--- src/hw/cycle_ctrl_defs.svh ---
// timing and threshold constants for the on/off cycle controller
`ifndef CYCLE_CTRL_DEFS_SVH
`define CYCLE_CTRL_DEFS_SVH
`define CLK_FREQ_HZ 100000000
`define OSC_FREQ_HZ 100000
`define CYCLE_LEN_CYC (`CLK_FREQ_HZ / `OSC_FREQ_HZ)
`define MAX_DUTY_PCT 64
`define MAX_DUTY_CYC ((`CYCLE_LEN_CYC * `MAX_DUTY_PCT) / 100)
`define HANDSHAKE_MISS_CYCLES 6
`define RESTART_QUAL_US 1000
`define RESTART_QUAL_CYC ((`RESTART_QUAL_US * (`CLK_FREQ_HZ / 1000000)))
`define HIST_LEN 8
`define HIST_UP_THRESH 6
`define HIST_DOWN_THRESH 2
`define CP_SKIP_DIV 2
`endif

--- src/hw/cycle_ctrl_pkg.sv ---
// types for the on/off cycle controller
package cycle_ctrl_pkg;
  typedef enum logic [3:0] {
    LIM_LOW = 4'h1,
    LIM_MED = 4'h2,
    LIM_HIGH = 4'h4,
    LIM_MAX = 4'h8
  } limit_state_t;
  typedef enum logic [2:0] {
    SW_IDLE = 3'h1,
    SW_ON = 3'h2,
    SW_WAIT = 3'h4
  } sw_state_t;
endpackage : cycle_ctrl_pkg
--- src/hw/cmp_sync_if.sv ---
// synchronised comparator levels passed from the synchroniser to the controller
`timescale 1ns/1ps
interface cmp_sync_if;
  logic fb_low;
  logic cur_lim;
  logic forward_sense;
  logic output_current_sense;
  logic surge;
  logic out_low;
  logic rect_release;
  logic knee_above;
  modport src (output fb_low, cur_lim, forward_sense, output_current_sense, surge, out_low, rect_release, knee_above);
  modport dst (input fb_low, cur_lim, forward_sense, output_current_sense, surge, out_low, rect_release, knee_above);
endinterface : cmp_sync_if

--- src/hw/cmp_sync.sv ---
// two-flop synchronisers for every comparator input
`timescale 1ns/1ps
module cmp_sync #(
  parameter int WIDTH = 8
) (
  input wire logic ref_clk,
  input wire logic rstn,
  input wire logic [WIDTH-1:0] raw,
  cmp_sync_if.src sync
);
  logic [WIDTH-1:0] meta_q;
  logic [WIDTH-1:0] sync_q;
  initial begin
    if (WIDTH != 8) $error("cmp_sync width must be 8");
  end
  always_ff @(posedge ref_clk or negedge rstn) begin
    if (!rstn) begin
      meta_q <= '0;
      sync_q <= '0;
    end else begin
      meta_q <= raw;
      sync_q <= meta_q;
    end
  end
  assign sync.fb_low = sync_q[0];
  assign sync.cur_lim = sync_q[1];
  assign sync.forward_sense = sync_q[2];
  assign sync.output_current_sense = sync_q[3];
  assign sync.surge = sync_q[4];
  assign sync.out_low = sync_q[5];
  assign sync.rect_release = sync_q[6];
  assign sync.knee_above = sync_q[7];
endmodule : cmp_sync

--- src/hw/cycle_ctrl.sv ---
// on/off switching cycle controller with current-limit state machine
`timescale 1ns/1ps
`include "cycle_ctrl_defs.svh"
// Overview of operation
// - free-running clock; each cycle start samples feedback and decides to switch.
// - current-limit level chosen from history of request decisions (want) at cycle start.
// - four current-limit states, each with its own level.
// - heavy load climbs to top level; skipped cycles step it down.
// - switch on at cycle start, off at current limit or max duty.
// - a launched cycle always completes; later samples never abort it.
// - rectifier drive only after a requested cycle and a forward falling edge.
// - surge above about three times threshold inhibits rectifier drive until nominal.
// - continuous mode releases rectifier drive just before next request.
// - discontinuous mode releases rectifier drive on low drop comparator.
// - output low beyond qualification time relinquishes control, ending regulation.
// - output current comparator trip reduces requested pulses for constant current.
// - constant current below 5 V, constant power above knee threshold.
// - below about 3 V output, auto-restart repeats until load drops.
// - six unanswered requests or six unrequested cycles restart the handshake.
// - decision cycle rate is the 100 kHz oscillator.
module cycle_ctrl #(
  parameter int CYCLE_LEN = `CYCLE_LEN_CYC,
  parameter int MAX_DUTY = `MAX_DUTY_CYC,
  parameter int RESTART_QUAL = `RESTART_QUAL_CYC
) (
  input wire logic ref_clk,
  input wire logic rstn,
  input wire logic feedback_low,
  input wire logic current_limit_hit,
  input wire logic forward_sense,
  input wire logic output_current_sense,
  input wire logic surge_detect,
  input wire logic output_restart_low,
  input wire logic rect_below_threshold,
  input wire logic above_power_knee,
  output logic power_switch_on,
  output logic sync_rectifier_drive,
  output logic [3:0] current_limit_sel,
  output logic cycle_request,
  output logic control_relinquish,
  output logic handshake_restart,
  output logic constant_current_regulation,
  output logic constant_power_active
);
  initial begin
    if (CYCLE_LEN < 4) $error("cycle length too short");
    if (MAX_DUTY < 1 || MAX_DUTY >= CYCLE_LEN) $error("max duty out of range");
    if (RESTART_QUAL < 1) $error("restart qualification too short");
  end

  cmp_sync_if cs ();
  cmp_sync #(.WIDTH(8)) u_sync (
    .ref_clk(ref_clk),
    .rstn(rstn),
    .raw({above_power_knee, rect_below_threshold, output_restart_low, surge_detect,
          output_current_sense, forward_sense, current_limit_hit, feedback_low}),
    .sync(cs.src)
  );

  function automatic logic [3:0] count_ones(input logic [`HIST_LEN-1:0] v);
    logic [3:0] n;
    n = 4'h0;
    for (int i = 0; i < `HIST_LEN; i++) n = n + {3'h0, v[i]};
    return n;
  endfunction : count_ones

  // oscillator: cycle phase counter, never stops
  logic [$clog2(CYCLE_LEN)-1:0] phase_q;
  logic cycle_start;
  assign cycle_start = (phase_q == '0);
  always_ff @(posedge ref_clk or negedge rstn) begin
    if (!rstn) phase_q <= '0;
    else if (phase_q == ($clog2(CYCLE_LEN))'(CYCLE_LEN - 1)) phase_q <= '0;
    else phase_q <= phase_q + 1'b1;
  end

  // regulation: constant current skips requests while current trips
  logic [1:0] skip_q;
  logic cur_trip;
  logic cp_skip;
  assign cur_trip = cs.output_current_sense && !cs.knee_above;
  assign cp_skip = cs.output_current_sense && cs.knee_above && (skip_q != 2'h0);
  always_ff @(posedge ref_clk or negedge rstn) begin
    if (!rstn) skip_q <= 2'h0;
    else if (cycle_start) skip_q <= (skip_q == 2'(`CP_SKIP_DIV - 1)) ? 2'h0 : skip_q + 2'h1;
  end
  logic want;
  assign want = cs.fb_low && !cur_trip && !cp_skip && !control_relinquish;

  // switch cycle state machine
  cycle_ctrl_pkg::sw_state_t sw_q;
  logic [$clog2(CYCLE_LEN)-1:0] on_cnt_q;
  always_ff @(posedge ref_clk or negedge rstn) begin
    if (!rstn) begin
      sw_q <= cycle_ctrl_pkg::SW_IDLE;
      on_cnt_q <= '0;
    end else begin
      unique case (sw_q)
        cycle_ctrl_pkg::SW_IDLE: begin
          if (cycle_start && want) begin
            sw_q <= cycle_ctrl_pkg::SW_ON;
            on_cnt_q <= '0;
          end
        end
        cycle_ctrl_pkg::SW_ON: begin
          // feedback is not looked at here, so a cycle cannot be aborted
          on_cnt_q <= on_cnt_q + 1'b1;
          if (cs.cur_lim || on_cnt_q == ($clog2(CYCLE_LEN))'(MAX_DUTY - 1)) begin
            sw_q <= cycle_ctrl_pkg::SW_WAIT;
          end
        end
        cycle_ctrl_pkg::SW_WAIT: begin
          if (phase_q == ($clog2(CYCLE_LEN))'(CYCLE_LEN - 1)) sw_q <= cycle_ctrl_pkg::SW_IDLE;
        end
        default: sw_q <= cycle_ctrl_pkg::SW_IDLE;
      endcase
    end
  end
  assign power_switch_on = (sw_q == cycle_ctrl_pkg::SW_ON);
  assign cycle_request = cycle_start && want && (sw_q == cycle_ctrl_pkg::SW_IDLE);

  // load history and current-limit state machine
  logic [`HIST_LEN-1:0] hist_q;
  logic [3:0] ones;
  assign ones = count_ones(hist_q);
  always_ff @(posedge ref_clk or negedge rstn) begin
    if (!rstn) hist_q <= '0;
    else if (control_relinquish) hist_q <= '0;
    else if (cycle_start) hist_q <= {hist_q[`HIST_LEN-2:0], want};
  end
  cycle_ctrl_pkg::limit_state_t lim_q;
  always_ff @(posedge ref_clk or negedge rstn) begin
    if (!rstn) lim_q <= cycle_ctrl_pkg::LIM_MAX;
    else if (cycle_start) begin
      unique case (lim_q)
        cycle_ctrl_pkg::LIM_LOW:
          if (ones >= 4'(`HIST_UP_THRESH)) lim_q <= cycle_ctrl_pkg::LIM_MED;
        cycle_ctrl_pkg::LIM_MED:
          if (ones >= 4'(`HIST_UP_THRESH)) lim_q <= cycle_ctrl_pkg::LIM_HIGH;
          else if (ones <= 4'(`HIST_DOWN_THRESH)) lim_q <= cycle_ctrl_pkg::LIM_LOW;
        cycle_ctrl_pkg::LIM_HIGH:
          if (ones >= 4'(`HIST_UP_THRESH)) lim_q <= cycle_ctrl_pkg::LIM_MAX;
          else if (ones <= 4'(`HIST_DOWN_THRESH)) lim_q <= cycle_ctrl_pkg::LIM_MED;
        cycle_ctrl_pkg::LIM_MAX:
          if (ones <= 4'(`HIST_DOWN_THRESH)) lim_q <= cycle_ctrl_pkg::LIM_HIGH;
        default: lim_q <= cycle_ctrl_pkg::LIM_MAX;
      endcase
    end
  end
  always_ff @(posedge ref_clk or negedge rstn) begin
    if (!rstn) current_limit_sel <= cycle_ctrl_pkg::LIM_MAX;
    else current_limit_sel <= lim_q;
  end

  // handshake watchdog: unanswered requests, or switching with no request
  logic [2:0] noans_q;
  logic [2:0] unreq_q;
  logic req_pend_q;
  logic forward_d1_q;
  logic forward_fall;
  assign forward_fall = forward_d1_q && !cs.forward_sense;
  always_ff @(posedge ref_clk or negedge rstn) begin
    if (!rstn) forward_d1_q <= 1'b0;
    else forward_d1_q <= cs.forward_sense;
  end
  always_ff @(posedge ref_clk or negedge rstn) begin
    if (!rstn) begin
      noans_q <= 3'h0;
      unreq_q <= 3'h0;
      req_pend_q <= 1'b0;
    end else if (handshake_restart) begin
      noans_q <= 3'h0;
      unreq_q <= 3'h0;
      req_pend_q <= 1'b0;
    end else begin
      if (cycle_request) req_pend_q <= 1'b1;
      else if (forward_fall) req_pend_q <= 1'b0;
      if (cycle_start) begin
        if (req_pend_q && !forward_fall) noans_q <= noans_q + 3'h1;
        else noans_q <= 3'h0;
      end
      if (forward_fall && !req_pend_q) unreq_q <= unreq_q + 3'h1;
      else if (forward_fall) unreq_q <= 3'h0;
    end
  end
  always_ff @(posedge ref_clk or negedge rstn) begin
    if (!rstn) handshake_restart <= 1'b0;
    else handshake_restart <= !handshake_restart &&
      (noans_q >= 3'(`HANDSHAKE_MISS_CYCLES) || unreq_q >= 3'(`HANDSHAKE_MISS_CYCLES));
  end

  // sync rectifier drive
  logic rect_q;
  always_ff @(posedge ref_clk or negedge rstn) begin
    if (!rstn) rect_q <= 1'b0;
    else if (cs.surge) rect_q <= 1'b0;
    else if (phase_q == ($clog2(CYCLE_LEN))'(CYCLE_LEN - 1) && want) rect_q <= 1'b0;
    else if (rect_q && cs.rect_release) rect_q <= 1'b0;
    else if (forward_fall && req_pend_q) rect_q <= 1'b1;
  end
  assign sync_rectifier_drive = rect_q;

  // auto-restart qualification on low output
  logic [$clog2(RESTART_QUAL+1)-1:0] qual_q;
  always_ff @(posedge ref_clk or negedge rstn) begin
    if (!rstn) qual_q <= '0;
    else if (!cs.out_low) qual_q <= '0;
    else if (qual_q != ($clog2(RESTART_QUAL+1))'(RESTART_QUAL)) qual_q <= qual_q + 1'b1;
  end
  // relinquish holds while output stays low so restart repeats until load drops
  always_ff @(posedge ref_clk or negedge rstn) begin
    if (!rstn) control_relinquish <= 1'b0;
    else control_relinquish <= (qual_q == ($clog2(RESTART_QUAL+1))'(RESTART_QUAL));
  end

  always_ff @(posedge ref_clk or negedge rstn) begin
    if (!rstn) begin
      constant_current_regulation <= 1'b0;
      constant_power_active <= 1'b0;
    end else begin
      constant_current_regulation <= cur_trip && !control_relinquish;
      constant_power_active <= cs.output_current_sense && cs.knee_above && !control_relinquish;
    end
  end
endmodule : cycle_ctrl

--- config.mk ---
export PLATFORM = sky130hd
export DESIGN_NAME = cycle_ctrl
export DESIGN_NICKNAME = d
export VERILOG_FILES = /design/src/hw/cycle_ctrl_pkg.sv /design/src/hw/cmp_sync_if.sv /design/src/hw/cmp_sync.sv /design/src/hw/cycle_ctrl.sv
export VERILOG_INCLUDE_DIRS = /design/src /design/src/hw
export SDC_FILE = /design/constraint.sdc
export NUM_CORES = 1
export LEC_CHECK = 0
export BUFFER_PORTS_ARGS = -buffer_cell sky130_fd_sc_hd__clkbuf_2
export CELL_PAD_IN_SITES_DETAIL_PLACEMENT = 0
export CELL_PAD_IN_SITES_GLOBAL_PLACEMENT = 2
export CORE_MARGIN = 8
export CORE_UTILIZATION = 41
export CTS_BUF_LIST = sky130_fd_sc_hd__clkbuf_4 sky130_fd_sc_hd__clkbuf_8
export DETAILED_ROUTE_END_ITERATION = 12
export HOLD_SLACK_MARGIN = 0.05
export PLACE_DENSITY = 0.79
export RECOVER_POWER = 100
export REMOVE_ABC_BUFFERS = 1
export SYNTH_ARGS = -nofsm -noshare
export SYNTH_HDL_FRONTEND = slang
export SYNTH_SLANG_ARGS = --single-unit
--- constraint.sdc ---
create_clock -name ref_clk -period 4.3 [get_ports ref_clk]
set_input_delay 0.645 -clock ref_clk [delete_from_list [all_inputs] [get_ports ref_clk]]
set_output_delay 0.645 -clock ref_clk [all_outputs]
set_load 0.005 [all_outputs]
; Word level (Yosys, flattened, before mapping)
; Index checks and enable logic that the tools add are counted.
[totals]
regBits = 87
input_bits = 10
out_inout_bits = 11
wordCells = 126
[op_classes]
addsub = 13
n_lt_le_gt_ge = 4
eq_ne = 20
mux = 32
n_reduce_logical = 38
[ops]
columns = cell, n
row1 = two-way mux 17 bit, 2
row2 = two-way mux 3 bit, 9
row3 = two-way mux 4 bit, 6
row4 = adder 10 x 1 -> 10 bit (second input constant), 2
row5 = == test 10 bit (second input constant), 2
row6 = two-way mux 10 bit, 2
row7 = case mux 10 bit (2 select lines), 1
row8 = adder 17 x 1 -> 17 bit (second input constant), 1
row9 = == test 17 bit (second input constant), 1
row10 = logical AND 1 bit, 17
row11 = inequality test 17 bit (second input constant), 1
row12 = adder 4 x 1 -> 4 bit, 4
row13 = two-way mux 8 bit, 2
row14 = case mux 4 bit (4 select lines), 1
row15 = logical NOT 10 bit, 1
row16 = inequality test 2 bit (second input constant), 5
row17 = case mux 3 bit (3 select lines), 1
row18 = logical NOT 1 bit, 8
row19 = nonzero test 2 bit, 4
row20 = two-way mux 1 bit, 7
row21 = adder 3 x 1 -> 3 bit (second input constant), 2
row22 = greater-or-equal comparator 3 bit (second input constant), 2
row23 = inequality test 3 bit (second input constant), 2
row24 = nonzero test 3 bit, 2
row25 = 21 further kinds, 22

; Depth between registers and ports, before layout
; Gate-level depths: netlist of run 1.
[logic_depth]
ltp_word = 11
ltp_mapped = 12
depth_no_buf = 12

; Cells and area by module
; From an unflattened synthesis of run 1, not the netlist that was laid out.
[unflattened]
cells_unflattened = 383
area_unflattened_um2 = 4025.1
[modules_own_cells]
columns = module, n_inst, cells_each, area_each_um2, seq_area_each_um2
row1 = cycle_ctrl, 1, 367, 3624.7, 1780.5
row2 = cmp_sync, 1, 16, 400.4, 400.4

; Worst setup path before layout of run 1
; OpenSTA, ideal clock, no wires.
[synth_path]
kind = reg2reg
startpoint = register hist_q[0]
endpoint = register lim_q[1]
setup_time_ns = 0.125
t_arrival_ns = 3.618
required_ns = 4.175
path_slack_ns = 0.557
stages_incl_launch_ff = 13
path_buffers = 0
period_less_slack_ns = 3.743
cell_sequence = dfrtp_1 > inv_1 > fa_1 > fa_1 > fa_1 > inv_1 > ha_1 > fa_1 > xor2_1 > a2bb2oi_1 > a41o_1 > a31oi_1 > mux2_2
[synth_via]
elab_chain_len = 10
elab_cells_between_ends = 17
cone_classes = 7 x add/sub / 2 x order compare / 4 x eq/ne / 3 x mux / 1 x reduce/logical
[synth_rtl]
columns = item, line_no
row1 = "start, declared", cycle_ctrl.sv:123  ; logic [`HIST_LEN-1:0] hist_q;
row2 = "start signal, assigned", cycle_ctrl.sv:129  ; else if (cycle_start) hist_q <= {hist_q[`HIST_LEN-2:0], want};
row3 = adder 1 x 1 -> 2 bit (*), cycle_ctrl.sv:63  ; for (int i = 0; i < `HIST_LEN; i++) n = n + {3'h0, v[i]};
row4 = adder 2 x 1 -> 3 bit (*), cycle_ctrl.sv:63
row5 = adder 3 x 1 -> 4 bit (*), cycle_ctrl.sv:63
row6 = adder 4 x 1 -> 4 bit (*) (4 in series), cycle_ctrl.sv:63
row7 = greater-or-equal comparator 4 x 3 -> 1 bit or less-or-equal comparator 4 x 2 -> 1 bit (tied branches), -
row8 = "inequality test 3 bit (no source line), or another cell as far along", -
row9 = AND reduction 5 bit (no source line) or case mux 4 bit (4 select lines) (tied branches), -
row10 = "end signal, assigned", cycle_ctrl.sv:137  ; if (ones >= 4'(`HIST_UP_THRESH)) lim_q <= cycle_ctrl_pkg::LIM_MED;
row11 = "end signal, assigned", cycle_ctrl.sv:139  ; if (ones >= 4'(`HIST_UP_THRESH)) lim_q <= cycle_ctrl_pkg::LIM_HIGH;
row12 = "end signal, assigned", cycle_ctrl.sv:142  ; if (ones >= 4'(`HIST_UP_THRESH)) lim_q <= cycle_ctrl_pkg::LIM_MAX;
row13 = "end, declared", cycle_ctrl.sv:131  ; cycle_ctrl_pkg::limit_state_t lim_q;
; Every way passes the cells marked *; elsewhere a longest branch is shown, timed or not.
; A chain may end at the register's enable or synchronous reset.

; Worst setup path after layout of run 1
; Ends and elaborated chain as after synthesis.

==> metrics.txt, run 1 <==
slowest cell delay on critical path=0.56 ns; full die area=~13000 sq um; number of gates resized after CTS=0; Min Clock Period, post-route=~4 ns; most common cell after layout, fill and taps aside=dfrtp_1; post-detailed-route count of antenna-violating nets=0; buffers from clock root to sink, at most=2; post-synthesis sequential element count=just under 90; layout cell share with drive strength beyond 1=7.86%; biggest area consumer among synthesized cells=dfrtp_1; clock sink count=slightly below 90; number of warnings reported in the yosys synthesis log=0; Clk Latency, worst-skew pair=0.35 ns; arrival time worst endpoint=about 4.2 ns; main area contributors after synthesis=dfrtp_1 (53%), nand2_1 (4.1%), nor2_1 (4.0%); category of the critical setup timing path=flip-flop to flip-flop; synthesized-area fraction occupied by ao, oa, aoi and oai cells=under 10%; total wirelength of the detailed-routed design=7370 um; number of setup violations in the final report=0; max-slew violation count=67; CP startpoint kind=flip-flop; sequential cell area fraction in the yosys report=between 50% and 60%; number of antenna violations at the first check in global routing=0; critical path's slowest cell=fa_1; reg-to-reg critical path startpoint=hist_q[0]; xor-xnor portion of the synthesized cell area=4.62%; Post-Synth Adder-Cell Area=under 10%; I/O Pins=21; critical path's top delay family=adder cells; maximum fanout encountered on the critical timing path=4; wire length of the first global-routing pass=between 10000 and 15000 um; number of unique standard cell types used by synthesis=between 50 and 60; net count of the finished layout=441; number of buffers inserted during clock tree synthesis=9; number of DRC violations after detailed-routing iteration 0=157; setup bufs post-CTS=0; clock-pin slew on the worst setup and hold paths=approximately 0.090 ns; routed wire length per instance=between 10 and 15 um; static leakage power=1.98 nW; fraction of synthesized area in multiplexers=less than 1%; post-synthesis share of cell area spent on and, or, nand and nor gates=20.8%; slew at the pin with the worst max-slew slack=1.62 ns; clock tree root buffer cell=clkbuf_8; via/cell ratio=slightly below 5; post-route fraction of the period consumed by the critical path=between 90 and 100%; status=complete, but fails checks; number of max-capacitance violations reported=1; number of vias after detailed routing=2750; average instance area after synthesis=slightly above 10 sq um; critical path, cell by cell=inv_1 > fa_1 > fa_1 > fa_1 > inv_1 > ha_1 > fa_1 > xor2_1 > a2bb2oi_1 > a41o_1 > a31oi_1 > mux2_2; Max-slew headroom=-7.89%; most frequent cells in the layout=dfrtp_1 (84), nand2_1 (43), nor2_1 (42); Critical Path Source=hist_q[0]; GP Congestion=0.794; setup repair after global routing missed its margin=false; n_diodes=0; sum of overflow across all layers after global routing=0; placeable core region=approximately 9600 sq um; Synth Instances=roughly 390; peak supply drop=0.000139 V; violated checks=max-capacitance violations, max-slew violations; Initial Util=a little over 40%; Total Power Consumption=between 1.5 and 2 mW; Area growth, synth to finish=11.5%; final hold vios=0; number of global-route vias before repair=about 2800; synthesized area=slightly below 4000 sq um; clock tree from TritonCTS=built; CTS H-tree lvls=3; combined buffer and inverter count along the critical path=2; power density over cell area=roughly 360 nW/um^2; Highest Clock Rate=0.253 GHz; CP Data Required Time=4.54 ns; worst clock skew=0.0107 ns; first-pass iteration count of the detailed router=4; fraction of synthesized cell area taken by the top area cell type=between 50% and 60%; number of placement rows=36; hold buffer count at CTS=0; gr usage total=12.3%; number of buffers added on ports=20; maximum number of pins on one net before global-route repair=67; chip height=115 um; half-perimeter wire length of the detailed placement result=about 5000 um; async set or reset register ratio after synthesis=100%; Post-synth EDFFs=0; most frequently used flop master after synthesis=dfrtp_1; endpoint type of the worst setup path=flip-flop; Hold/Removal Path Class=flip-flop to flip-flop; Most Frequent Cell on Critical Path=fa_1; largest family of logic cells by synthesized area=simple AND/OR/NAND/NOR gates; Total Neg Setup Slack=0 ns; remaining routing DRC violations=0; horizontal die dimension=about 110 um; Worst Hold Launch=u_sync.meta_q[6]
flip-flops by register name (all words and copies together), names as in the netlist, 2 cells and up:
signal	cells
qual_q	17
noans_q	3
lim_q	4
u_sync.sync_q	8
phase_q	10
sw_q	3
current_limit_sel	4
u_sync.meta_q	8
skip_q	2
on_cnt_q	10
hist_q	8
unreq_q	3
synth_stat cells (2+ instances only):
cell type and n:
a21oi_1 20, a31oi_1 2, and3_1 4, buf_2 2
clkbuf_1 5, clkinv_1 2, dfrtp_1 84, dfstp_2 3
fa_1 4, ha_1 12, inv_1 25, nand2_1 43
nand2b_1 4, nand3_1 20, nand3b_1 4, nand4_1 6
nand4b_1 2, nor2_1 42, nor2b_1 6, nor3_1 9
nor4_1 4, o211ai_1 2, o21ai_0 23, o31ai_1 9
or3_1 3, or4b_1 2, xnor2_1 9, xor2_1 12
power by group:
group / switching (mW) / total, mW / leakage [nW] / internal (mW)
clock: 0.290 / 0.666 / 0.119 / 0.376
sequential: 0.0235 / 0.868 / 1.14 / 0.844
combinational: 0.0421 / 0.0684 / 0.722 / 0.0263
total: 0.355 / 1.60 / 1.98 / 1.25
cell families (layout without fill, tap and decap cells):
family,count (synthesis),in the layout
AOI/OAI and AO/OA,66,66
xor gates and xnor gates,21,21
adders and majority gates,16,16
buffers and inverters,36,67
DFF,87,87
muxes,2,2
and+or+nand+nor,161,161
path summary, 6_finish.rpt:
kind | endpoint | slack [ns] | cells past startpoint
hold / removal | u_sync.sync_q[6] | 0.34 | 0
setup reg to reg | lim_q[1] | 0.34 | 12
setup / recovery | lim_q[1] | 0.34 | 12
hold reg to reg | u_sync.sync_q[6] | 0.34 | 0
max in group asynchronous | phase_q[5] | 1.80 | 2
min in group asynchronous | forward_d1_q | 0.70 | 1
cell type report:
| type | instances | area [sq um] |
|---|---|---|
| Clock buffer | 12 | 165 |
| Clock inverter | 4 | 76.3 |
| Fill cell | 922 | 5160 |
| Inverter | 27 | 101 |
| Multi-Input combinational cell | 266 | 1640 |
| Sequential cell | 87 | 2180 |
| Tap cell | 133 | 166 |
| Timing Repair Buffer | 24 | 104 |
worst reg2reg max path: stages (launching register included):
cell,delay (ns)
dfrtp_1,0.35
inv_1,0.08
fa_1,0.56
fa_1,0.43
fa_1,0.48
inv_1,0.04
ha_1,0.19
fa_1,0.42
xor2_1,0.24
a2bb2oi_1,0.16
a41o_1,0.28
a31oi_1,0.26
mux2_2,0.37
per-layer routing:
layer	up-vias	GRT usage, %	wire (um)
met5	-	0	0
met4	0	5.32	130
met3	9	2.43	229
met2	28	20.2	3410
met1	1322	15.5	3600
li1	1391	-	-
per-stage QoR:
| stage | hold slack (ns) | setup slack, ns | utilization [%] | area (sq um) | std cells |
|---|---|---|---|---|---|
| after floorplan | 0.331 | 0.556 | - | 3940 | 380 |
| after global placement | 0.333 | 0.446 | 44.2 | 4240 | 537 |
| after detailed placement | 0.336 | 0.341 | 44.2 | 4240 | 537 |
| after CTS | 0.353 | 0.340 | 46.7 | 4480 | 553 |
| after global routing | 0.368 | 0.118 | 46.2 | 4440 | 553 |
| final | 0.345 | 0.343 | 46.2 | 4440 | 553 |
No activity file was read; power rests on OpenSTA's default activity.
==> inputs of run 2 (changes only) <==
--- a/config.mk
+++ b/config.mk
@@ -9,6 +9,7 @@
 export BUFFER_PORTS_ARGS = -buffer_cell sky130_fd_sc_hd__clkbuf_2
 export CELL_PAD_IN_SITES_DETAIL_PLACEMENT = 0
 export CELL_PAD_IN_SITES_GLOBAL_PLACEMENT = 2
+export CORE_ASPECT_RATIO = 1.4
 export CORE_MARGIN = 8
 export CORE_UTILIZATION = 41
 export CTS_BUF_LIST = sky130_fd_sc_hd__clkbuf_4 sky130_fd_sc_hd__clkbuf_8
==> run 2 against run 1 <==
  * The run still ends with max-capacitance violations, max-slew violations left
  * Fmax down 0.75%
  * Cell count fell by 4.3%
  * Utilization increased by 0.16 points
  * Clock skew decreased by 0.00057 ns
  * Routed wire length up 6.1%
  * Setup slack got worse by 0.030 ns
  * Non-clock buffer count is 1 lower
  * Via count rose by 2.4%
  * Combinational power about the same
  * Critical path depth is the same
  * Count of clock-buffer cells in the layout fell by 1
  * Hold slack gained 0.0048 ns
  * Critical endpoint unchanged
==> metrics.txt, run 2 (synthesis gave the netlist of run 1 again) <==
Total Power Consumption=1.58 mW (was 1.60 mW); total wirelength of the detailed-routed design=7820 um (was 7370 um); clock-pin slew on the worst setup and hold paths=0.08 ns (was 0.09 ns); CP startpoint kind=flip-flop (unchanged); leading registers by flop count=qual_q x17, on_cnt_q x10, phase_q x10 (unchanged); horizontal die dimension=99.3 um (was 115 um); static leakage power=1.97 nW (was 1.98 nW); Met3 Wirelength=217 um (was 229 um); chip height=133 um (was 115 um); first-pass iteration count of the detailed router=4 (unchanged); M1 WL=3480 um (was 3600 um); remaining routing DRC violations=0 (unchanged); via/cell ratio=5.32 (was 4.97); buffers from clock root to sink, at most=2 (unchanged); post-detailed-route count of antenna-violating nets=0 (unchanged); number of setup violations in the final report=0 (unchanged); category of the critical setup timing path=flip-flop to flip-flop (unchanged); CP Data Required Time=4.54 ns (about the same); setup bufs post-CTS=0 (unchanged); clock sink count=87 (unchanged); area of the multi-input gates=1640 sq um (unchanged); number of max-capacitance violations reported=2 (was 1); clock tree root buffer cell=clkbuf_8 (unchanged); net count of the finished layout=440 (was 441); Hold/Removal Path Class=flip-flop to flip-flop (unchanged); number of placement rows=42 (was 36); wire length of the first global-routing pass=14100 um (was 12900 um); internal power=1.22 mW (was 1.25 mW); critical path, cell by cell=inv_1 > fa_1 > fa_1 > fa_1 > inv_1 > ha_1 > fa_1 > xor2_1 > a2bb2oi_1 > a41o_1 > a31oi_1 > mux2_2 (unchanged); FF+latch area=2180 sq um (unchanged); full die area=13200 sq um (was 13100 sq um); Max-slew headroom=-96.9% (was -7.89%); final standard cell count with taps included and fillers excluded=529 (was 553); Sw Ratio=22.6% (was 22.2%); worst clock skew=0.0102 ns (was 0.0107 ns); slowest cell delay on critical path=0.55 ns (was 0.56 ns); CTS H-tree lvls=3 (unchanged); Total Neg Setup Slack=0 ns (unchanged); fraction of power consumed by sequential logic=55.1% (was 54.2%); highest routed layer=met4 (unchanged); layout cell share with drive strength beyond 1=7.88% (was 7.86%); setup repair after global routing missed its margin=false (unchanged); slew at the pin with the worst max-slew slack=2.95 ns (was 1.62 ns); Area growth, synth to finish=10.3% (was 11.5%); peak supply drop=0.000189 V (was 0.000139 V); sum of overflow across all layers after global routing=0 (unchanged); number of vias after detailed routing=2816 (was 2750); Most Frequent Cell on Critical Path=fa_1 (unchanged); clock tree from TritonCTS=built (unchanged); number of global-route vias before repair=2894 (was 2766); final hold vios=0 (unchanged); endpoint type of the worst setup path=flip-flop (unchanged); half-perimeter wire length of the detailed placement result=5310 um (was 5050 um); most common cell after layout, fill and taps aside=dfrtp_1 (unchanged); power dissipated by switching net loads=0.357 mW (was 0.355 mW); combinational share of power=4.3% (about the same); Clk Latency, worst-skew pair=0.36 ns (was 0.35 ns); number of DRC violations after detailed-routing iteration 0=100 (was 157); post-place setup slack=0.347 ns (was 0.341 ns); violated checks=max-capacitance violations, max-slew violations (unchanged); gr usage total=13.1% (was 12.3%); clock power share=40.6% (was 41.6%); maximum number of pins on one net before global-route repair=56 (was 67); max-slew violation count=65 (was 67); Min Clock Period, post-route=3.99 ns (was 3.96 ns); maximum fanout encountered on the critical timing path=4 (unchanged); critical path's slowest cell=fa_1 (unchanged); number of gates resized after CTS=0 (unchanged); # fillers=924 (was 922); core utilization of the finished layout=46.4% (was 46.2%); number of buffers inserted during clock tree synthesis=9 (unchanged); total met2 wirelength after detailed routing=3980 um (was 3410 um); n_diodes=0 (unchanged); most frequent cells in the layout=dfrtp_1 (84), nand2_1 (43), nor2_1 (42) (unchanged); Largest Register=qual_q (unchanged); setup slack of the critical path after layout=0.313 ns (was 0.343 ns); Highest Clock Rate=0.251 GHz (was 0.253 GHz); placeable core region=9460 sq um (was 9590 sq um); Initial Util=42.1% (was 41.5%); post-route fraction of the period consumed by the critical path=92.7% (was 92.0%); power density over cell area=359 nW/um^2 (was 361 nW/um^2); number of instances in the placed design=513 (was 537); Largest register FFs=17 (unchanged); arrival time worst endpoint=4.23 ns (was 4.20 ns); GP Congestion=0.750 (was 0.794); combined buffer and inverter count along the critical path=2 (unchanged); number of buffers added on ports=20 (unchanged); I/O Pins=21 (unchanged); hold buffer count at CTS=0 (unchanged); status=complete, but fails checks (unchanged); routed wire length per instance=14.8 um (was 13.3 um); number of antenna violations at the first check in global routing=0 (unchanged); critical path's top delay family=adder cells (unchanged)
==> run 2: cell type report <==
class                      count  area share [%]
clock buffer                  11            3.31
multi-input combinational    266            37.4
tap                          110            3.14
clock inverter                 5            1.85
sequential                    87            49.7
inverter                      27            2.31
timing repair buffer          23            2.28
==> run 2: stage by stage <==
stage / cell area, sq um / hold WS (ns)
3_3_place_gp: 4210 / 0.334
4_1_cts: 4440 / 0.353
2_1_floorplan: 3940 / 0.331
3_5_place_dp: 4210 / 0.336
5_1_grt: 4390 / 0.360
6_report: 4390 / 0.349
==> run 2: power by group through the flow <==
stage / registers, mW / logic, mW / clock network, mW
floorplan: 0.878 / 0.0391 / 0
global placement: 0.884 / 0.0707 / 0
global route: 0.875 / 0.0812 / 0.693
CTS: 0.870 / 0.0726 / 0.660
finish: 0.869 / 0.0682 / 0.639
detailed placement: 0.886 / 0.0724 / 0
==> run 2: final timing paths <==
kind	from	endpoint	slack, ns	cells past startpoint
max	hist_q[0]	lim_q[1]	0.31	12
min	u_sync.meta_q[1]	u_sync.sync_q[1]	0.35	0
max reg2reg	hist_q[0]	lim_q[1]	0.31	12
min reg2reg	u_sync.meta_q[1]	u_sync.sync_q[1]	0.35	0
max in group asynchronous	rstn	qual_q[4]	1.07	2
min in group asynchronous	rstn	handshake_restart	1.24	1
==> run 2: routing by layer <==
layer,vias up,track usage (%)
met2,29,21.7
met1,1387,15.6
met3,12,3.31
met5,-,0
met4,0,6.00
li1,1388,-
==> inputs of run 3 (changes only) <==
--- a/config.mk
+++ b/config.mk
@@ -12,12 +12,13 @@
 export CORE_ASPECT_RATIO = 1.4
 export CORE_MARGIN = 8
 export CORE_UTILIZATION = 41
-export CTS_BUF_LIST = sky130_fd_sc_hd__clkbuf_4 sky130_fd_sc_hd__clkbuf_8
+export CTS_BUF_LIST = sky130_fd_sc_hd__clkbuf_8
 export DETAILED_ROUTE_END_ITERATION = 12
 export HOLD_SLACK_MARGIN = 0.05
 export PLACE_DENSITY = 0.79
 export RECOVER_POWER = 100
 export REMOVE_ABC_BUFFERS = 1
+export SLEW_MARGIN = 30
 export SYNTH_ARGS = -nofsm -noshare
 export SYNTH_HDL_FRONTEND = slang
 export SYNTH_SLANG_ARGS = --single-unit
==> run 3 against run 2 <==
  * The flow still finishes with violations (max-capacitance violations, max-slew violations)
  * Non-clock buffer count unchanged
  * Critical path depth is the same
  * First-iteration DRC count rose by 11%
  * Setup slack improved by 0.0018 ns
  * Cell count is the same
  * Utilization is essentially flat
  * Count of clock-buffer cells in the layout down 1
  * Highest routed layer unchanged
==> metrics.txt, run 3 (synthesis gave the netlist of run 1 again) <==
Initial Util=42.1% (unchanged); first-pass iteration count of the detailed router=4 (unchanged); leading registers by flop count=qual_q x17, on_cnt_q x10, phase_q x10 (unchanged); sum of overflow across all layers after global routing=0 (unchanged); clock sink count=87 (unchanged); half-perimeter wire length of the detailed placement result=5310 um (unchanged); worst clock skew=0.0103 ns (was 0.0102 ns); Highest Clock Rate=0.251 GHz (about the same); most common cell after layout, fill and taps aside=dfrtp_1 (unchanged); placeable core region=9460 sq um (unchanged); Largest register FFs=17 (unchanged); buffers from clock root to sink, at most=2 (unchanged); category of the critical setup timing path=flip-flop to flip-flop (unchanged); post-detailed-route count of antenna-violating nets=0 (unchanged); final hold vios=0 (unchanged); violated checks=max-capacitance violations, max-slew violations (unchanged); setup repair after global routing missed its margin=false (unchanged); setup bufs post-CTS=0 (unchanged); Area growth, synth to finish=10.2% (was 10.3%); number of global-route vias before repair=2897 (was 2894); clock tree from TritonCTS=built (unchanged); clock tree root buffer cell=clkbuf_8 (unchanged); wire length of the first global-routing pass=14100 um (unchanged); number of antenna violations at the first check in global routing=0 (unchanged); number of gates resized after CTS=0 (unchanged); Max-slew headroom=-97.3% (was -96.9%); number of vias after detailed routing=2812 (was 2816); CTS H-tree lvls=3 (unchanged); critical path, cell by cell=inv_1 > fa_1 > fa_1 > fa_1 > inv_1 > ha_1 > fa_1 > xor2_1 > a2bb2oi_1 > a41o_1 > a31oi_1 > mux2_2 (unchanged); hold buffer count at CTS=0 (unchanged); number of placement rows=42 (unchanged); routed wire length per instance=14.7 um (was 14.8 um); full die area=13200 sq um (unchanged); peak supply drop=0.000196 V (was 0.000189 V); number of buffers added on ports=20 (unchanged); I/O Pins=21 (unchanged); Hold/Removal Path Class=flip-flop to flip-flop (unchanged); slowest cell delay on critical path=0.55 ns (about the same); gr usage total=13.1% (unchanged); endpoint type of the worst setup path=flip-flop (unchanged); remaining routing DRC violations=0 (unchanged); CP startpoint kind=flip-flop (unchanged); Most Frequent Cell on Critical Path=fa_1 (unchanged); core utilization of the finished layout=46.4% (about the same); post-route fraction of the period consumed by the critical path=92.7% (about the same); CP Data Required Time=4.54 ns (about the same); power density over cell area=358 nW/um^2 (was 359 nW/um^2); max-slew violation count=65 (unchanged); status=complete, but fails checks (unchanged); arrival time worst endpoint=4.22 ns (was 4.23 ns); number of max-capacitance violations reported=2 (unchanged); GP Congestion=0.750 (unchanged); maximum fanout encountered on the critical timing path=4 (unchanged); number of buffers inserted during clock tree synthesis=9 (unchanged); via/cell ratio=5.32 (about the same); slew at the pin with the worst max-slew slack=2.96 ns (was 2.95 ns); horizontal die dimension=99.3 um (unchanged); number of setup violations in the final report=0 (unchanged); most frequent cells in the layout=dfrtp_1 (84), nand2_1 (43), nor2_1 (42) (unchanged); net count of the finished layout=440 (unchanged); Clk Latency, worst-skew pair=0.36 ns (about the same); Min Hold Slack=0.347 ns (was 0.349 ns); n_diodes=0 (unchanged); clock-pin slew on the worst setup and hold paths=0.09 ns (was 0.08 ns); layout cell share with drive strength beyond 1=7.64% (was 7.88%); # fillers=921 (was 924); critical path's slowest cell=fa_1 (unchanged); chip height=133 um (unchanged); Total Neg Setup Slack=0 ns (unchanged); number of DRC violations after detailed-routing iteration 0=111 (was 100); static leakage power=1.97 nW (about the same); Largest Register=qual_q (unchanged); maximum number of pins on one net before global-route repair=56 (unchanged); Min Clock Period, post-route=3.98 ns (was 3.99 ns); total wirelength of the detailed-routed design=7790 um (was 7820 um)
## run 3: cell types whose count changed in the layout (fill, tap and decap cells not counted)
cell | previous run | this run
inv_1 | 25 | 26
clkbuf_4 | 1 | 0
## run 3: report_power, final
part | switching (mW) | internal (mW)
Sequential | 0.0249 | 0.844
Clock | 0.290 | 0.341
Combinational | 0.0420 | 0.0261
## run 3: worst max-delay path: cells and delay by family, from the launching register on
kind                       cells  cell delay [ns]
AOI/OAI and AO/OA              3             0.69
xor gates and xnor gates       1             0.25
adders and majority gates      5             2.10
buffers and inverters          2             0.12
DFF                            1             0.35
muxes                          1             0.37
## run 3: stage by stage
step | std cells | total power, mW | setup slack, ns | area [sq um]
after global routing | 529 | 1.64 | 0.103 | 4390
after CTS | 529 | 1.59 | 0.328 | 4430
final | 529 | 1.57 | 0.315 | 4390
after floorplan | 380 | 0.917 | 0.556 | 3940
after detailed placement | 513 | 0.958 | 0.347 | 4210
after global placement | 513 | 0.955 | 0.446 | 4210
## run 3: final timing paths
| path | startpoint | endpoint | slack (ns) | cells after the start |
|---|---|---|---|---|
| worst max register to register | hist_q[0] | lim_q[1] | 0.32 | 12 |
| max in group asynchronous | rstn | qual_q[4] | 1.06 | 2 |
| worst min register to register | u_sync.meta_q[7] | u_sync.sync_q[7] | 0.35 | 0 |
| min in group asynchronous | rstn | handshake_restart | 1.24 | 1 |
| worst max-delay path | hist_q[0] | lim_q[1] | 0.32 | 12 |
| worst min-delay path | u_sync.meta_q[7] | u_sync.sync_q[7] | 0.35 | 0 |
## run 3: layer usage
metal	up-vias	wire, um	GRT usage, %
li1	1389	-	-
met1	1384	3460	15.6
met2	27	3970	21.7
met3	12	216	3.31
met4	0	146	6.00
met5	-	0	0
## run 3: layout make-up
cell class | count | area (sq um) | area share, %
Sequential cell | 87 | 2180 | 49.7
Inverter | 27 | 101 | 2.31
Clock buffer | 10 | 138 | 3.14
Timing Repair Buffer | 23 | 100 | 2.28
Multi-Input combinational cell | 266 | 1640 | 37.5
Clock inverter | 6 | 85.1 | 1.94
Tap cell | 110 | 138 | 3.14
